[src/pkg/emcs_pkg.sv]
// Shared constants for the MAC configuration and status block
package emcs_pkg;
	// Register offsets on the local bus
	localparam logic [4:0] ADDR_TX_STATUS = 5'h04;
	localparam logic [4:0] ADDR_RX_CFG_STS = 5'h0c;
	localparam logic [4:0] ADDR_TX_CONFIG = 5'h0d;
	localparam logic [4:0] ADDR_DATA_CONFIG = 5'h0e;
	localparam logic [4:0] ADDR_IRQ_MASK = 5'h0f;
	localparam logic [4:0] ADDR_GAP_PART1 = 5'h12;
	localparam logic [4:0] ADDR_GAP_PART2 = 5'h13;
	localparam logic [4:0] ADDR_GAP_LENGTH = 5'h16;
	// Reset values
	localparam logic [7:0] RST_IRQ_MASK = 8'h00;
	localparam logic [7:0] RST_DATA_CONFIG = 8'h00;
	localparam logic [7:0] RST_TX_CONFIG = 8'h00;
	localparam logic [7:0] RST_RX_CONFIG = 8'h40;
	localparam logic [7:0] RST_STATUS = 8'h00;
	localparam logic [6:0] RST_GAP_LENGTH = 7'h15;
	localparam logic [6:0] RST_GAP_PART1 = 7'h0c;
	localparam logic [6:0] RST_GAP_PART2 = 7'h12;
	// Register widths and field positions
	localparam int IRQ_BITS = 7;
	localparam int GAP_BITS = 7;
	localparam int DC_WORD_WIDE = 0;
	localparam int DC_DMA_FORCE_DONE = 7;
	localparam int TC_FULL_DUPLEX = 7;
	localparam int TC_PAD_DISABLE = 6;
	localparam int TC_LATE_COLL_RETRY = 5;
	localparam int TC_LOOPBACK_HI = 2;
	localparam int TC_LOOPBACK_LO = 1;
	localparam int TC_CRC_INHIBIT = 0;
	localparam int TS_LATE_COLLISION = 7;
	localparam int TS_TX_GAVE_UP = 3;
	localparam int TS_COLLIDED = 2;
	localparam int TS_TX_OK = 0;
	localparam int RC_IRQ_POLARITY = 6;
	localparam int RC_CHECK_ONLY = 5;
	localparam int RC_ALL_UNICAST = 4;
	localparam int RC_MULTICAST = 3;
	localparam int RC_BROADCAST = 2;
	localparam int RC_SHORT_FRAMES = 1;
	localparam int RC_SAVE_ERRORS = 0;
	// Loopback encodings
	localparam logic [1:0] LOOP_MAC = 2'h1;
	localparam logic [1:0] LOOP_PHY = 2'h2;
	// Destination address kinds from the receive parser
	localparam logic [1:0] DST_UNICAST = 2'h0;
	localparam logic [1:0] DST_MULTICAST = 2'h1;
	localparam logic [1:0] DST_BROADCAST = 2'h2;
	// Frame shaping
	localparam logic [5:0] MIN_FRAME_BYTES = 6'h3c;
	localparam logic [1:0] FCS_LAST_IDX = 2'h3;
	localparam logic [31:0] CRC_POLY = 32'hedb8_8320;
	localparam logic [31:0] CRC_INIT = 32'hffff_ffff;
	typedef enum logic [1:0] {EMCS_TX_DATA, EMCS_TX_PAD, EMCS_TX_FCS} emcs_tx_state_e;
endpackage

[src/hw/emcs_top.sv]
// Configuration, status, frame shaping and receive filter of the MAC
//
// Notes on behaviour
// - Seven interrupt enables, all reset disabled.
// - Interrupt only for set and enabled flags.
// - data_config bit 0 selects word-wide DMA.
// - data_config bit 7 forces DMA complete.
// - tx_config bit 7 selects full duplex.
// - Pad short frames unless pad disabled.
// - tx_config bit 5 retries late collisions.
// - tx_config bits 2:1 select loopback mode.
// - tx_config bit 0 inhibits appended CRC.
// - tx_status bit 3 flags excessive-collision abort.
// - tx_status bit 2 flags any collision.
// - tx_status bit 7 late, bit 0 ok.
// - rx_config bit 6 sets interrupt polarity.
// - Check-only mode never stores frames.
// - Accept every unicast that passes the short and error checks when bit 4 set.
// - Multicast accepted only through hash hit.
// - Bit 2 broadcast, bit 1 short frames.
// - Bit 0 keeps frames with errors.
// - rx_status reports seven receive conditions.
// - Offset 0CH writes config, reads status.
// - gap_length seven bits, reset 15H.
// - gap_part1 seven bits, reset 0cH.
// - gap_part2 seven bits, reset 12H.
`timescale 1ns/1ps
module emcs_top (
	input wire logic i_clk,
	input wire logic i_resetn,
	input wire logic i_cs,
	input wire logic i_wr,
	input wire logic i_rd,
	input wire logic [4:0] i_addr,
	input wire logic [7:0] i_wdata,
	output logic [7:0] o_rdata,
	input wire logic i_isa_mode,
	input wire logic [6:0] i_irq_status,
	output logic o_irq,
	input wire logic i_dma_done,
	output logic o_dma_complete,
	output logic o_word_wide,
	output logic o_full_duplex,
	output logic o_late_coll_retry,
	output logic [1:0] o_loopback_sel,
	output logic o_mac_loopback,
	output logic o_phy_loopback,
	output logic [6:0] o_gap_length,
	output logic [6:0] o_gap_part1,
	output logic [6:0] o_gap_part2,
	input wire logic i_tx_start,
	input wire logic i_tx_ok,
	input wire logic i_tx_collided,
	input wire logic i_tx_gave_up,
	input wire logic i_tx_late_collision,
	input wire logic i_tx_valid,
	input wire logic [7:0] i_tx_data,
	input wire logic i_tx_last,
	output logic o_tx_ready,
	output logic o_txo_valid,
	output logic [7:0] o_txo_data,
	output logic o_txo_last,
	input wire logic i_txo_ready,
	input wire logic i_rx_start,
	input wire logic i_receiver_off,
	input wire logic i_rx_ok,
	input wire logic i_checksum_bad,
	input wire logic i_alignment_err,
	input wire logic i_rx_buffer_overrun,
	input wire logic i_dropped_frame,
	input wire logic i_rx_eval,
	input wire logic [1:0] i_rx_dst_kind,
	input wire logic i_rx_node_match,
	input wire logic i_rx_hash_hit,
	input wire logic i_rx_short,
	input wire logic i_rx_errored,
	output logic o_rx_accept,
	output logic o_rx_store
);
	//------------------------------------------------------------
	// Host bus decode
	//------------------------------------------------------------
	logic [7:0] irq_mask_reg;
	logic [7:0] data_config_reg;
	logic [7:0] tx_config_reg;
	logic [7:0] rx_config_reg;
	logic [7:0] tx_status_reg;
	logic [7:0] tx_status_next;
	logic [6:0] rx_status_reg;
	logic [6:0] rx_status_next;
	logic [6:0] gap_length_reg;
	logic [6:0] gap_part1_reg;
	logic [6:0] gap_part2_reg;
	logic [7:0] rdata_reg;
	logic [7:0] rdata_next;
	wire wr_en = i_cs & i_wr;
	wire rd_en = i_cs & i_rd;
	wire wr_rx_cfg = wr_en & (i_addr == emcs_pkg::ADDR_RX_CFG_STS);
	wire wr_tx_cfg = wr_en & (i_addr == emcs_pkg::ADDR_TX_CONFIG);
	wire wr_data_cfg = wr_en & (i_addr == emcs_pkg::ADDR_DATA_CONFIG);
	wire wr_irq_mask = wr_en & (i_addr == emcs_pkg::ADDR_IRQ_MASK);
	wire wr_gap1 = wr_en & (i_addr == emcs_pkg::ADDR_GAP_PART1);
	wire wr_gap2 = wr_en & (i_addr == emcs_pkg::ADDR_GAP_PART2);
	wire wr_gapl = wr_en & (i_addr == emcs_pkg::ADDR_GAP_LENGTH);

	// Read mux; 0CH reads status while writes go to config
	always_comb begin
		unique case (i_addr)
			emcs_pkg::ADDR_TX_STATUS: rdata_next = tx_status_reg;
			emcs_pkg::ADDR_RX_CFG_STS: rdata_next = {1'b0, rx_status_reg};
			emcs_pkg::ADDR_GAP_PART1: rdata_next = {1'b0, gap_part1_reg};
			emcs_pkg::ADDR_GAP_PART2: rdata_next = {1'b0, gap_part2_reg};
			emcs_pkg::ADDR_GAP_LENGTH: rdata_next = {1'b0, gap_length_reg};
			default: rdata_next = 8'h00;
		endcase
	end

	// Read data register, updated on each read strobe
	always_ff @(posedge i_clk) begin
		if (!i_resetn) begin
			rdata_reg <= 8'h00;
		end else if (rd_en) begin
			rdata_reg <= rdata_next;
		end
	end
	assign o_rdata = rdata_reg;

	//------------------------------------------------------------
	// Configuration registers
	//------------------------------------------------------------
	// Write-only control registers; reserved bits kept as zero
	always_ff @(posedge i_clk) begin
		if (!i_resetn) begin
			irq_mask_reg <= emcs_pkg::RST_IRQ_MASK;
			data_config_reg <= emcs_pkg::RST_DATA_CONFIG;
			tx_config_reg <= emcs_pkg::RST_TX_CONFIG;
			rx_config_reg <= emcs_pkg::RST_RX_CONFIG;
		end else begin
			if (wr_irq_mask) begin
				irq_mask_reg <= {1'b0, i_wdata[6:0]};
			end
			if (wr_data_cfg) begin
				data_config_reg <= i_wdata & 8'h81;
			end
			if (wr_tx_cfg) begin
				tx_config_reg <= i_wdata & 8'he7;
			end
			if (wr_rx_cfg) begin
				rx_config_reg <= {1'b0, i_wdata[6:0]};
			end
		end
	end

	// Gap registers, seven bits each, bit 7 reads zero
	always_ff @(posedge i_clk) begin
		if (!i_resetn) begin
			gap_length_reg <= emcs_pkg::RST_GAP_LENGTH;
			gap_part1_reg <= emcs_pkg::RST_GAP_PART1;
			gap_part2_reg <= emcs_pkg::RST_GAP_PART2;
		end else begin
			if (wr_gapl) begin
				gap_length_reg <= i_wdata[6:0];
			end
			if (wr_gap1) begin
				gap_part1_reg <= i_wdata[6:0];
			end
			if (wr_gap2) begin
				gap_part2_reg <= i_wdata[6:0];
			end
		end
	end
	assign o_gap_length = gap_length_reg;
	assign o_gap_part1 = gap_part1_reg;
	assign o_gap_part2 = gap_part2_reg;

	// Control fields driven to the datapath
	assign o_word_wide = data_config_reg[emcs_pkg::DC_WORD_WIDE];
	assign o_full_duplex = tx_config_reg[emcs_pkg::TC_FULL_DUPLEX];
	assign o_late_coll_retry = tx_config_reg[emcs_pkg::TC_LATE_COLL_RETRY];
	assign o_loopback_sel = tx_config_reg[emcs_pkg::TC_LOOPBACK_HI:emcs_pkg::TC_LOOPBACK_LO];
	assign o_mac_loopback = (o_loopback_sel == emcs_pkg::LOOP_MAC);
	assign o_phy_loopback = (o_loopback_sel == emcs_pkg::LOOP_PHY);
	wire dma_force_done = data_config_reg[emcs_pkg::DC_DMA_FORCE_DONE];
	assign o_dma_complete = i_dma_done | dma_force_done;

	//------------------------------------------------------------
	// Interrupt pin
	//------------------------------------------------------------
	logic mode_sync1_reg;
	logic mode_sync2_reg;
	logic irq_pin_reg;
	wire irq_polarity = rx_config_reg[emcs_pkg::RC_IRQ_POLARITY];
	wire irq_active = |(i_irq_status & irq_mask_reg[6:0]);
	// ISA-type hosts: polarity 1 is active high; others inverted
	wire irq_active_high = mode_sync2_reg ? irq_polarity : ~irq_polarity;

	// Host mode strap synchroniser and registered pin
	always_ff @(posedge i_clk) begin
		if (!i_resetn) begin
			mode_sync1_reg <= 1'b1;
			mode_sync2_reg <= 1'b1;
			irq_pin_reg <= 1'b0;
		end else begin
			mode_sync1_reg <= i_isa_mode;
			mode_sync2_reg <= mode_sync1_reg;
			irq_pin_reg <= ~(irq_active ^ irq_active_high);
		end
	end
	assign o_irq = irq_pin_reg;

	//------------------------------------------------------------
	// Transmit and receive status
	//------------------------------------------------------------
	// Cleared at frame start; a same-cycle event still sets
	always_comb begin
		tx_status_next = i_tx_start ? emcs_pkg::RST_STATUS : tx_status_reg;
		tx_status_next[emcs_pkg::TS_LATE_COLLISION] =
			tx_status_next[emcs_pkg::TS_LATE_COLLISION] | i_tx_late_collision;
		tx_status_next[emcs_pkg::TS_TX_GAVE_UP] =
			tx_status_next[emcs_pkg::TS_TX_GAVE_UP] | i_tx_gave_up;
		tx_status_next[emcs_pkg::TS_COLLIDED] =
			tx_status_next[emcs_pkg::TS_COLLIDED] | i_tx_collided;
		tx_status_next[emcs_pkg::TS_TX_OK] =
			tx_status_next[emcs_pkg::TS_TX_OK] | i_tx_ok;
	end

	// Receive conditions, bit 6 follows the receiver level
	always_comb begin
		rx_status_next = i_rx_start ? 7'h00 : rx_status_reg;
		rx_status_next[6] = i_receiver_off;
		rx_status_next[5] = rx_status_next[5] |
			(i_rx_eval & (i_rx_dst_kind != emcs_pkg::DST_UNICAST));
		rx_status_next[4] = rx_status_next[4] | i_dropped_frame;
		rx_status_next[3] = rx_status_next[3] | i_rx_buffer_overrun;
		rx_status_next[2] = rx_status_next[2] | i_alignment_err;
		rx_status_next[1] = rx_status_next[1] | i_checksum_bad;
		rx_status_next[0] = rx_status_next[0] | i_rx_ok;
	end

	// Status registers
	always_ff @(posedge i_clk) begin
		if (!i_resetn) begin
			tx_status_reg <= emcs_pkg::RST_STATUS;
			rx_status_reg <= 7'h00;
		end else begin
			tx_status_reg <= tx_status_next;
			rx_status_reg <= rx_status_next;
		end
	end

	//------------------------------------------------------------
	// Receive address filter
	//------------------------------------------------------------
	logic rx_accept_reg;
	logic rx_store_reg;
	wire check_only = rx_config_reg[emcs_pkg::RC_CHECK_ONLY];
	wire kind_uni = (i_rx_dst_kind == emcs_pkg::DST_UNICAST);
	wire kind_multi = (i_rx_dst_kind == emcs_pkg::DST_MULTICAST);
	wire kind_bcast = (i_rx_dst_kind == emcs_pkg::DST_BROADCAST);
	wire uni_ok = kind_uni & (i_rx_node_match |
		rx_config_reg[emcs_pkg::RC_ALL_UNICAST]);
	wire multi_ok = kind_multi & i_rx_hash_hit &
		rx_config_reg[emcs_pkg::RC_MULTICAST];
	wire bcast_ok = kind_bcast & rx_config_reg[emcs_pkg::RC_BROADCAST];
	wire short_ok = ~i_rx_short | rx_config_reg[emcs_pkg::RC_SHORT_FRAMES];
	wire err_ok = ~i_rx_errored | rx_config_reg[emcs_pkg::RC_SAVE_ERRORS];
	wire rx_pass = (uni_ok | multi_ok | bcast_ok) & short_ok & err_ok;

	// One-cycle verdict per evaluated frame
	always_ff @(posedge i_clk) begin
		if (!i_resetn) begin
			rx_accept_reg <= 1'b0;
			rx_store_reg <= 1'b0;
		end else begin
			rx_accept_reg <= i_rx_eval & rx_pass;
			rx_store_reg <= i_rx_eval & rx_pass & ~check_only;
		end
	end
	assign o_rx_accept = rx_accept_reg;
	assign o_rx_store = rx_store_reg;

	//------------------------------------------------------------
	// Transmit padding and FCS
	//------------------------------------------------------------
	emcs_pkg::emcs_tx_state_e st_reg;
	emcs_pkg::emcs_tx_state_e st_next;
	logic [5:0] cnt_reg;
	logic [31:0] crc_reg;
	logic [1:0] fcs_idx_reg;
	logic ov_reg;
	logic [7:0] od_reg;
	logic ol_reg;

	// Reflected CRC-32 over one byte
	function automatic logic [31:0] crc_byte(input logic [31:0] c, input logic [7:0] d);
		logic [31:0] r;
		r = c ^ {24'h00_0000, d};
		for (int k = 0; k < 8; k++) begin
			r = r[0] ? ((r >> 1) ^ emcs_pkg::CRC_POLY) : (r >> 1);
		end
		return r;
	endfunction

	wire pad_on = ~tx_config_reg[emcs_pkg::TC_PAD_DISABLE];
	wire fcs_on = ~tx_config_reg[emcs_pkg::TC_CRC_INHIBIT];
	wire adv = ~ov_reg | i_txo_ready;
	wire take = (st_reg == emcs_pkg::EMCS_TX_DATA) & adv & i_tx_valid;
	wire [5:0] cnt_inc = (cnt_reg == emcs_pkg::MIN_FRAME_BYTES) ? cnt_reg : cnt_reg + 6'h01;
	wire short_now = cnt_inc < emcs_pkg::MIN_FRAME_BYTES;
	wire need_pad = pad_on & short_now;
	wire [31:0] crc_fin = ~crc_reg;
	wire [7:0] fcs_byte = crc_fin[{fcs_idx_reg, 3'b000} +: 8];
	assign o_tx_ready = (st_reg == emcs_pkg::EMCS_TX_DATA) & adv;

	// Next state of the shaping sequencer
	always_comb begin
		st_next = st_reg;
		unique case (st_reg)
			emcs_pkg::EMCS_TX_DATA: begin
				if (take & i_tx_last) begin
					st_next = need_pad ? emcs_pkg::EMCS_TX_PAD :
						(fcs_on ? emcs_pkg::EMCS_TX_FCS : emcs_pkg::EMCS_TX_DATA);
				end
			end
			emcs_pkg::EMCS_TX_PAD: begin
				if (adv & ~short_now) begin
					st_next = fcs_on ? emcs_pkg::EMCS_TX_FCS : emcs_pkg::EMCS_TX_DATA;
				end
			end
			emcs_pkg::EMCS_TX_FCS: begin
				if (adv & (fcs_idx_reg == emcs_pkg::FCS_LAST_IDX)) begin
					st_next = emcs_pkg::EMCS_TX_DATA;
				end
			end
		endcase
	end

	// Byte count and CRC accumulation
	always_ff @(posedge i_clk) begin
		if (!i_resetn) begin
			st_reg <= emcs_pkg::EMCS_TX_DATA;
			cnt_reg <= 6'h00;
			crc_reg <= emcs_pkg::CRC_INIT;
			fcs_idx_reg <= 2'h0;
		end else begin
			st_reg <= st_next;
			if (take) begin
				cnt_reg <= cnt_inc;
				crc_reg <= crc_byte(crc_reg, i_tx_data);
			end else if ((st_reg == emcs_pkg::EMCS_TX_PAD) & adv) begin
				cnt_reg <= cnt_inc;
				crc_reg <= crc_byte(crc_reg, 8'h00);
			end else if ((st_reg == emcs_pkg::EMCS_TX_FCS) & adv) begin
				fcs_idx_reg <= fcs_idx_reg + 2'h1;
			end
			if (st_next == emcs_pkg::EMCS_TX_DATA && st_reg != emcs_pkg::EMCS_TX_DATA) begin
				cnt_reg <= 6'h00;
				crc_reg <= emcs_pkg::CRC_INIT;
				fcs_idx_reg <= 2'h0;
			end else if (take & i_tx_last & ~need_pad & ~fcs_on) begin
				cnt_reg <= 6'h00;
				crc_reg <= emcs_pkg::CRC_INIT;
			end
		end
	end

	// Output byte register toward the MAC
	always_ff @(posedge i_clk) begin
		if (!i_resetn) begin
			ov_reg <= 1'b0;
			od_reg <= 8'h00;
			ol_reg <= 1'b0;
		end else if (adv) begin
			ov_reg <= take | (st_reg != emcs_pkg::EMCS_TX_DATA);
			if (take) begin
				od_reg <= i_tx_data;
				ol_reg <= i_tx_last & ~need_pad & ~fcs_on;
			end else if (st_reg == emcs_pkg::EMCS_TX_PAD) begin
				od_reg <= 8'h00;
				ol_reg <= ~short_now & ~fcs_on;
			end else begin
				od_reg <= fcs_byte;
				ol_reg <= (fcs_idx_reg == emcs_pkg::FCS_LAST_IDX);
			end
		end
	end
	assign o_txo_valid = ov_reg;
	assign o_txo_data = od_reg;
	assign o_txo_last = ol_reg;
endmodule

[config.mk]
export PLATFORM = sky130hd
export DESIGN_NAME = emcs_top
export DESIGN_NICKNAME = d
export VERILOG_FILES = /design/src/pkg/emcs_pkg.sv /design/src/hw/emcs_top.sv
export SDC_FILE = /design/constraint.sdc
export NUM_CORES = 1
export LEC_CHECK = 0
export ABC_AREA = 1
export BUFFER_PORTS_ARGS = -buffer_cell sky130_fd_sc_hd__buf_2
export CORE_MARGIN = 2
export CORE_UTILIZATION = 45
export CTS_CLUSTER_DIAMETER = 40
export CTS_CLUSTER_SIZE = 16
export DETAILED_ROUTE_END_ITERATION = 10
export PLACE_DENSITY = 0.66
export SYNTH_ARGS = -nofsm -noshare
export SYNTH_HDL_FRONTEND = slang
export SYNTH_SLANG_ARGS = --single-unit
export TNS_END_PERCENT = 10
[constraint.sdc]
create_clock -name i_clk -period 5.4 [get_ports i_clk]
set_input_delay 1.08 -clock i_clk [delete_from_list [all_inputs] [get_ports i_clk]]
set_output_delay 1.08 -clock i_clk [all_outputs]
set_load 0.03 [all_outputs]
==> out/results.tsv <==
metric	value	unit
status	complete, no violations	
IO Port Bufs	107	
Final setup viols	0	
Sw Pwr	2.27	mW
CTS sink cnt	119	
Switching Fraction	46.6	%
DP Area	0.00771	mm2
# fillers	1559	
Longest Clk Path Bufs	2	
Tmin final	3.54	ns
P&R area growth vs syn	16.7	%
H-tree depth	4	
worst min path class	flop to flop	
CP Max Fanout	34	
setup tns final	0	ns
Max Slew Vio Count	0	
DP Cell Count	1293	
drc violations	0	
initial antenna violation count	0	
maxcap violations	0	
Final ANT Viol Nets	0	
Async SR Flop Fraction	0	%
Critical Path Source	i_txo_ready	
grt ovf	0	
Vias/cell	5.28	
Worst Skew	0.00695	ns
CP Data Arrival Time	3.84	ns
RSZ-0062 raised after global routing	no	
Post-Route Utilization	54.2	%
worst vdd ir	0.279	mV
vias in the first global route	6455	
count of cell types in the netlist	45	
# rows	45	
post-synthesis cell count	1012	
CP Capture Type	flop	
ANT cells	0	
Root Buffer	clkbuf_16	
clock share of power	23.2	%
area leader, netlist	dfxtp_1	
post-synth top area share	33.5	%
Top FF cell, synth	dfxtp_1	
Starting Density	46.4	%
crit path launch type	input pin	
final hold viol count	0	
Slew headroom	32.0	%
fin cells	1325	
Crit Path Category	input pin to flop	
dpl hpwl	15100	um
CTS tree	built	
Combinational Power Share	51.2	%
DR iter-0 viols	591	
RR Startpoint	st_reg[1]	
cell area after synthesis	0.00711	mm2
DIE HEIGHT	130	um
GPL Wtd Cong	0.875	
Avg WL per Cell	16.0	um
Post-synth EDFFs	0	
Post-CTS Setup Bufs	0	
Via Count	6998	
ranking of synthesized cells by area	dfxtp_1 34%, nand2_1 10%, xor2_1 8.7%	
Worst EP required	5.70	ns
largest net degree at the start of global routing	64	
design area	0.00829	mm2
Highest Clock Rate	282	MHz
die area	0.0168	mm2
Pwr Density	588	mW/mm2
Synth Register Bits	119	
share of power burned in registers	25.5	%
post_cts resized	0	
Num CTS Buffers	17	
Total Routing Usage GR	25.7	%
origin of the worst min-delay path	rx_config_reg[5]	
WL final	21200	um
clock-pin transition on the worst setup and hold timing paths	0.06	ns
most frequent cells in the layout	192 x nand2_1, 119 x dfxtp_1, 110 x o21ai_0, 107 x buf_2, 100 x a21oi_1	
Int Power	2.60	mW
1st-pass router iterations	5	
Avg Cell Area, Syn	7.02	um2
global-route wire length before repair	33400	um
Leak	3.93	nW
pin slew with the least headroom to its limit	1.02	ns
Yosys warning total	0	
Final period util	65.6	%
Core Box Area	0.0153	mm2
hold-fix buffers at CTS	0	
syn_nets	1075	
commonest non-fill, non-tap cell in the layout	nand2_1	
Clk Latency, worst-skew pair	0.42	ns
Seq/Total Area, Yosys	33.5	%
die width	130	um
post-layout net count	1164	
Ports	108	
fraction of layout cells with a size suffix above 1	16.3	%
max reg flops	32	
kinds of logic (layout without fill, tap and decap cells):
logic type	Yosys count	in the layout	synth area share [%]
AO/OA/AOI/OAI	258	258	20.0
AND/OR/NAND/NOR	389	389	23.4
adder cells (fa/ha/maj)	6	6	1.06
flip-flops	119	119	33.5
buffers and inverters	141	243	8.54
XOR/XNOR	99	99	13.6
synth_stat cells (4+ instances only):
library cell,number
nand2_1,192
dfxtp_1,119
o21ai_0,110
a21oi_1,100
inv_1,93
nor2_1,92
nand3_1,73
xor2_1,71
clkbuf_1,18
xnor2_1,18
o211ai_1,10
nand2_2,9
buf_2,8
buf_4,8
or2_2,7
a22oi_1,6
a31oi_1,6
ha_1,6
inv_2,6
a221oi_1,5
buf_6,5
xor2_2,5
a22o_1,4
o221ai_1,4
o22ai_1,4
power by group through the flow:
stage / logic, mW / registers [mW] / clock network, mW
6_report: 2.50 / 1.25 / 1.13
5_1_grt: 2.78 / 1.26 / 1.18
4_1_cts: 2.48 / 1.24 / 1.15
3_5_place_dp: 2.46 / 1.26 / 0
3_3_place_gp: 2.42 / 1.26 / 0
2_1_floorplan: 2.03 / 1.17 / 0
cell type report:
cell class | count | area, um2 | share of cell area (%)
Inverter | 100 | 375 | 4.53
Clock inverter | 13 | 144 | 1.74
Tap cell | 211 | 264 | 3.18
Multi-Input combinational cell | 752 | 4120 | 49.7
Sequential cell | 119 | 2380 | 28.7
Timing Repair Buffer | 111 | 566 | 6.82
Clock buffer | 19 | 443 | 5.34
layer usage:
layer  vias to the layer above  global-route usage [%]  wire length, um
met1                      3193                    32.6             9200
met3                        33                    6.52             1680
met5                         -                       0                0
met2                       260                    42.6             9990
met4                         0                    8.60              355
li1                       3512                       -                -
worst max-delay path, cell delays in order:
cell,delay (ns)
buf_2,0.10
nor2_4,0.07
nor2_1,0.12
nand2_1,0.06
buf_4,0.24
inv_2,0.50
nand2_1,0.18
inv_1,0.14
nand3_1,0.63
buf_4,0.49
nand2_2,0.16
nor2_1,0.06
worst paths after layout:
kind / end / slack [ns] / depth (start not counted)
setup reg to reg: cnt_reg[1] / 2.02 / 13
setup / recovery: cnt_reg[1] / 1.86 / 12
hold / removal: o_rx_store / 0.42 / 1
hold reg to reg: o_rx_store / 0.42 / 1
per-stage QoR:
| step | total power [mW] | hold slack [ns] | setup slack (ns) |
|---|---|---|---|
| 4_1_cts | 4.86 | 0.416 | 1.88 |
| 3_3_place_gp | 3.68 | 0.394 | 1.52 |
| 3_5_place_dp | 3.72 | 0.402 | 1.45 |
| 6_report | 4.88 | 0.416 | 1.86 |
| 2_1_floorplan | 3.20 | 0.393 | 2.61 |
| 5_1_grt | 5.22 | 0.425 | 1.62 |
Note: power is estimated with default switching activity, not from simulation.
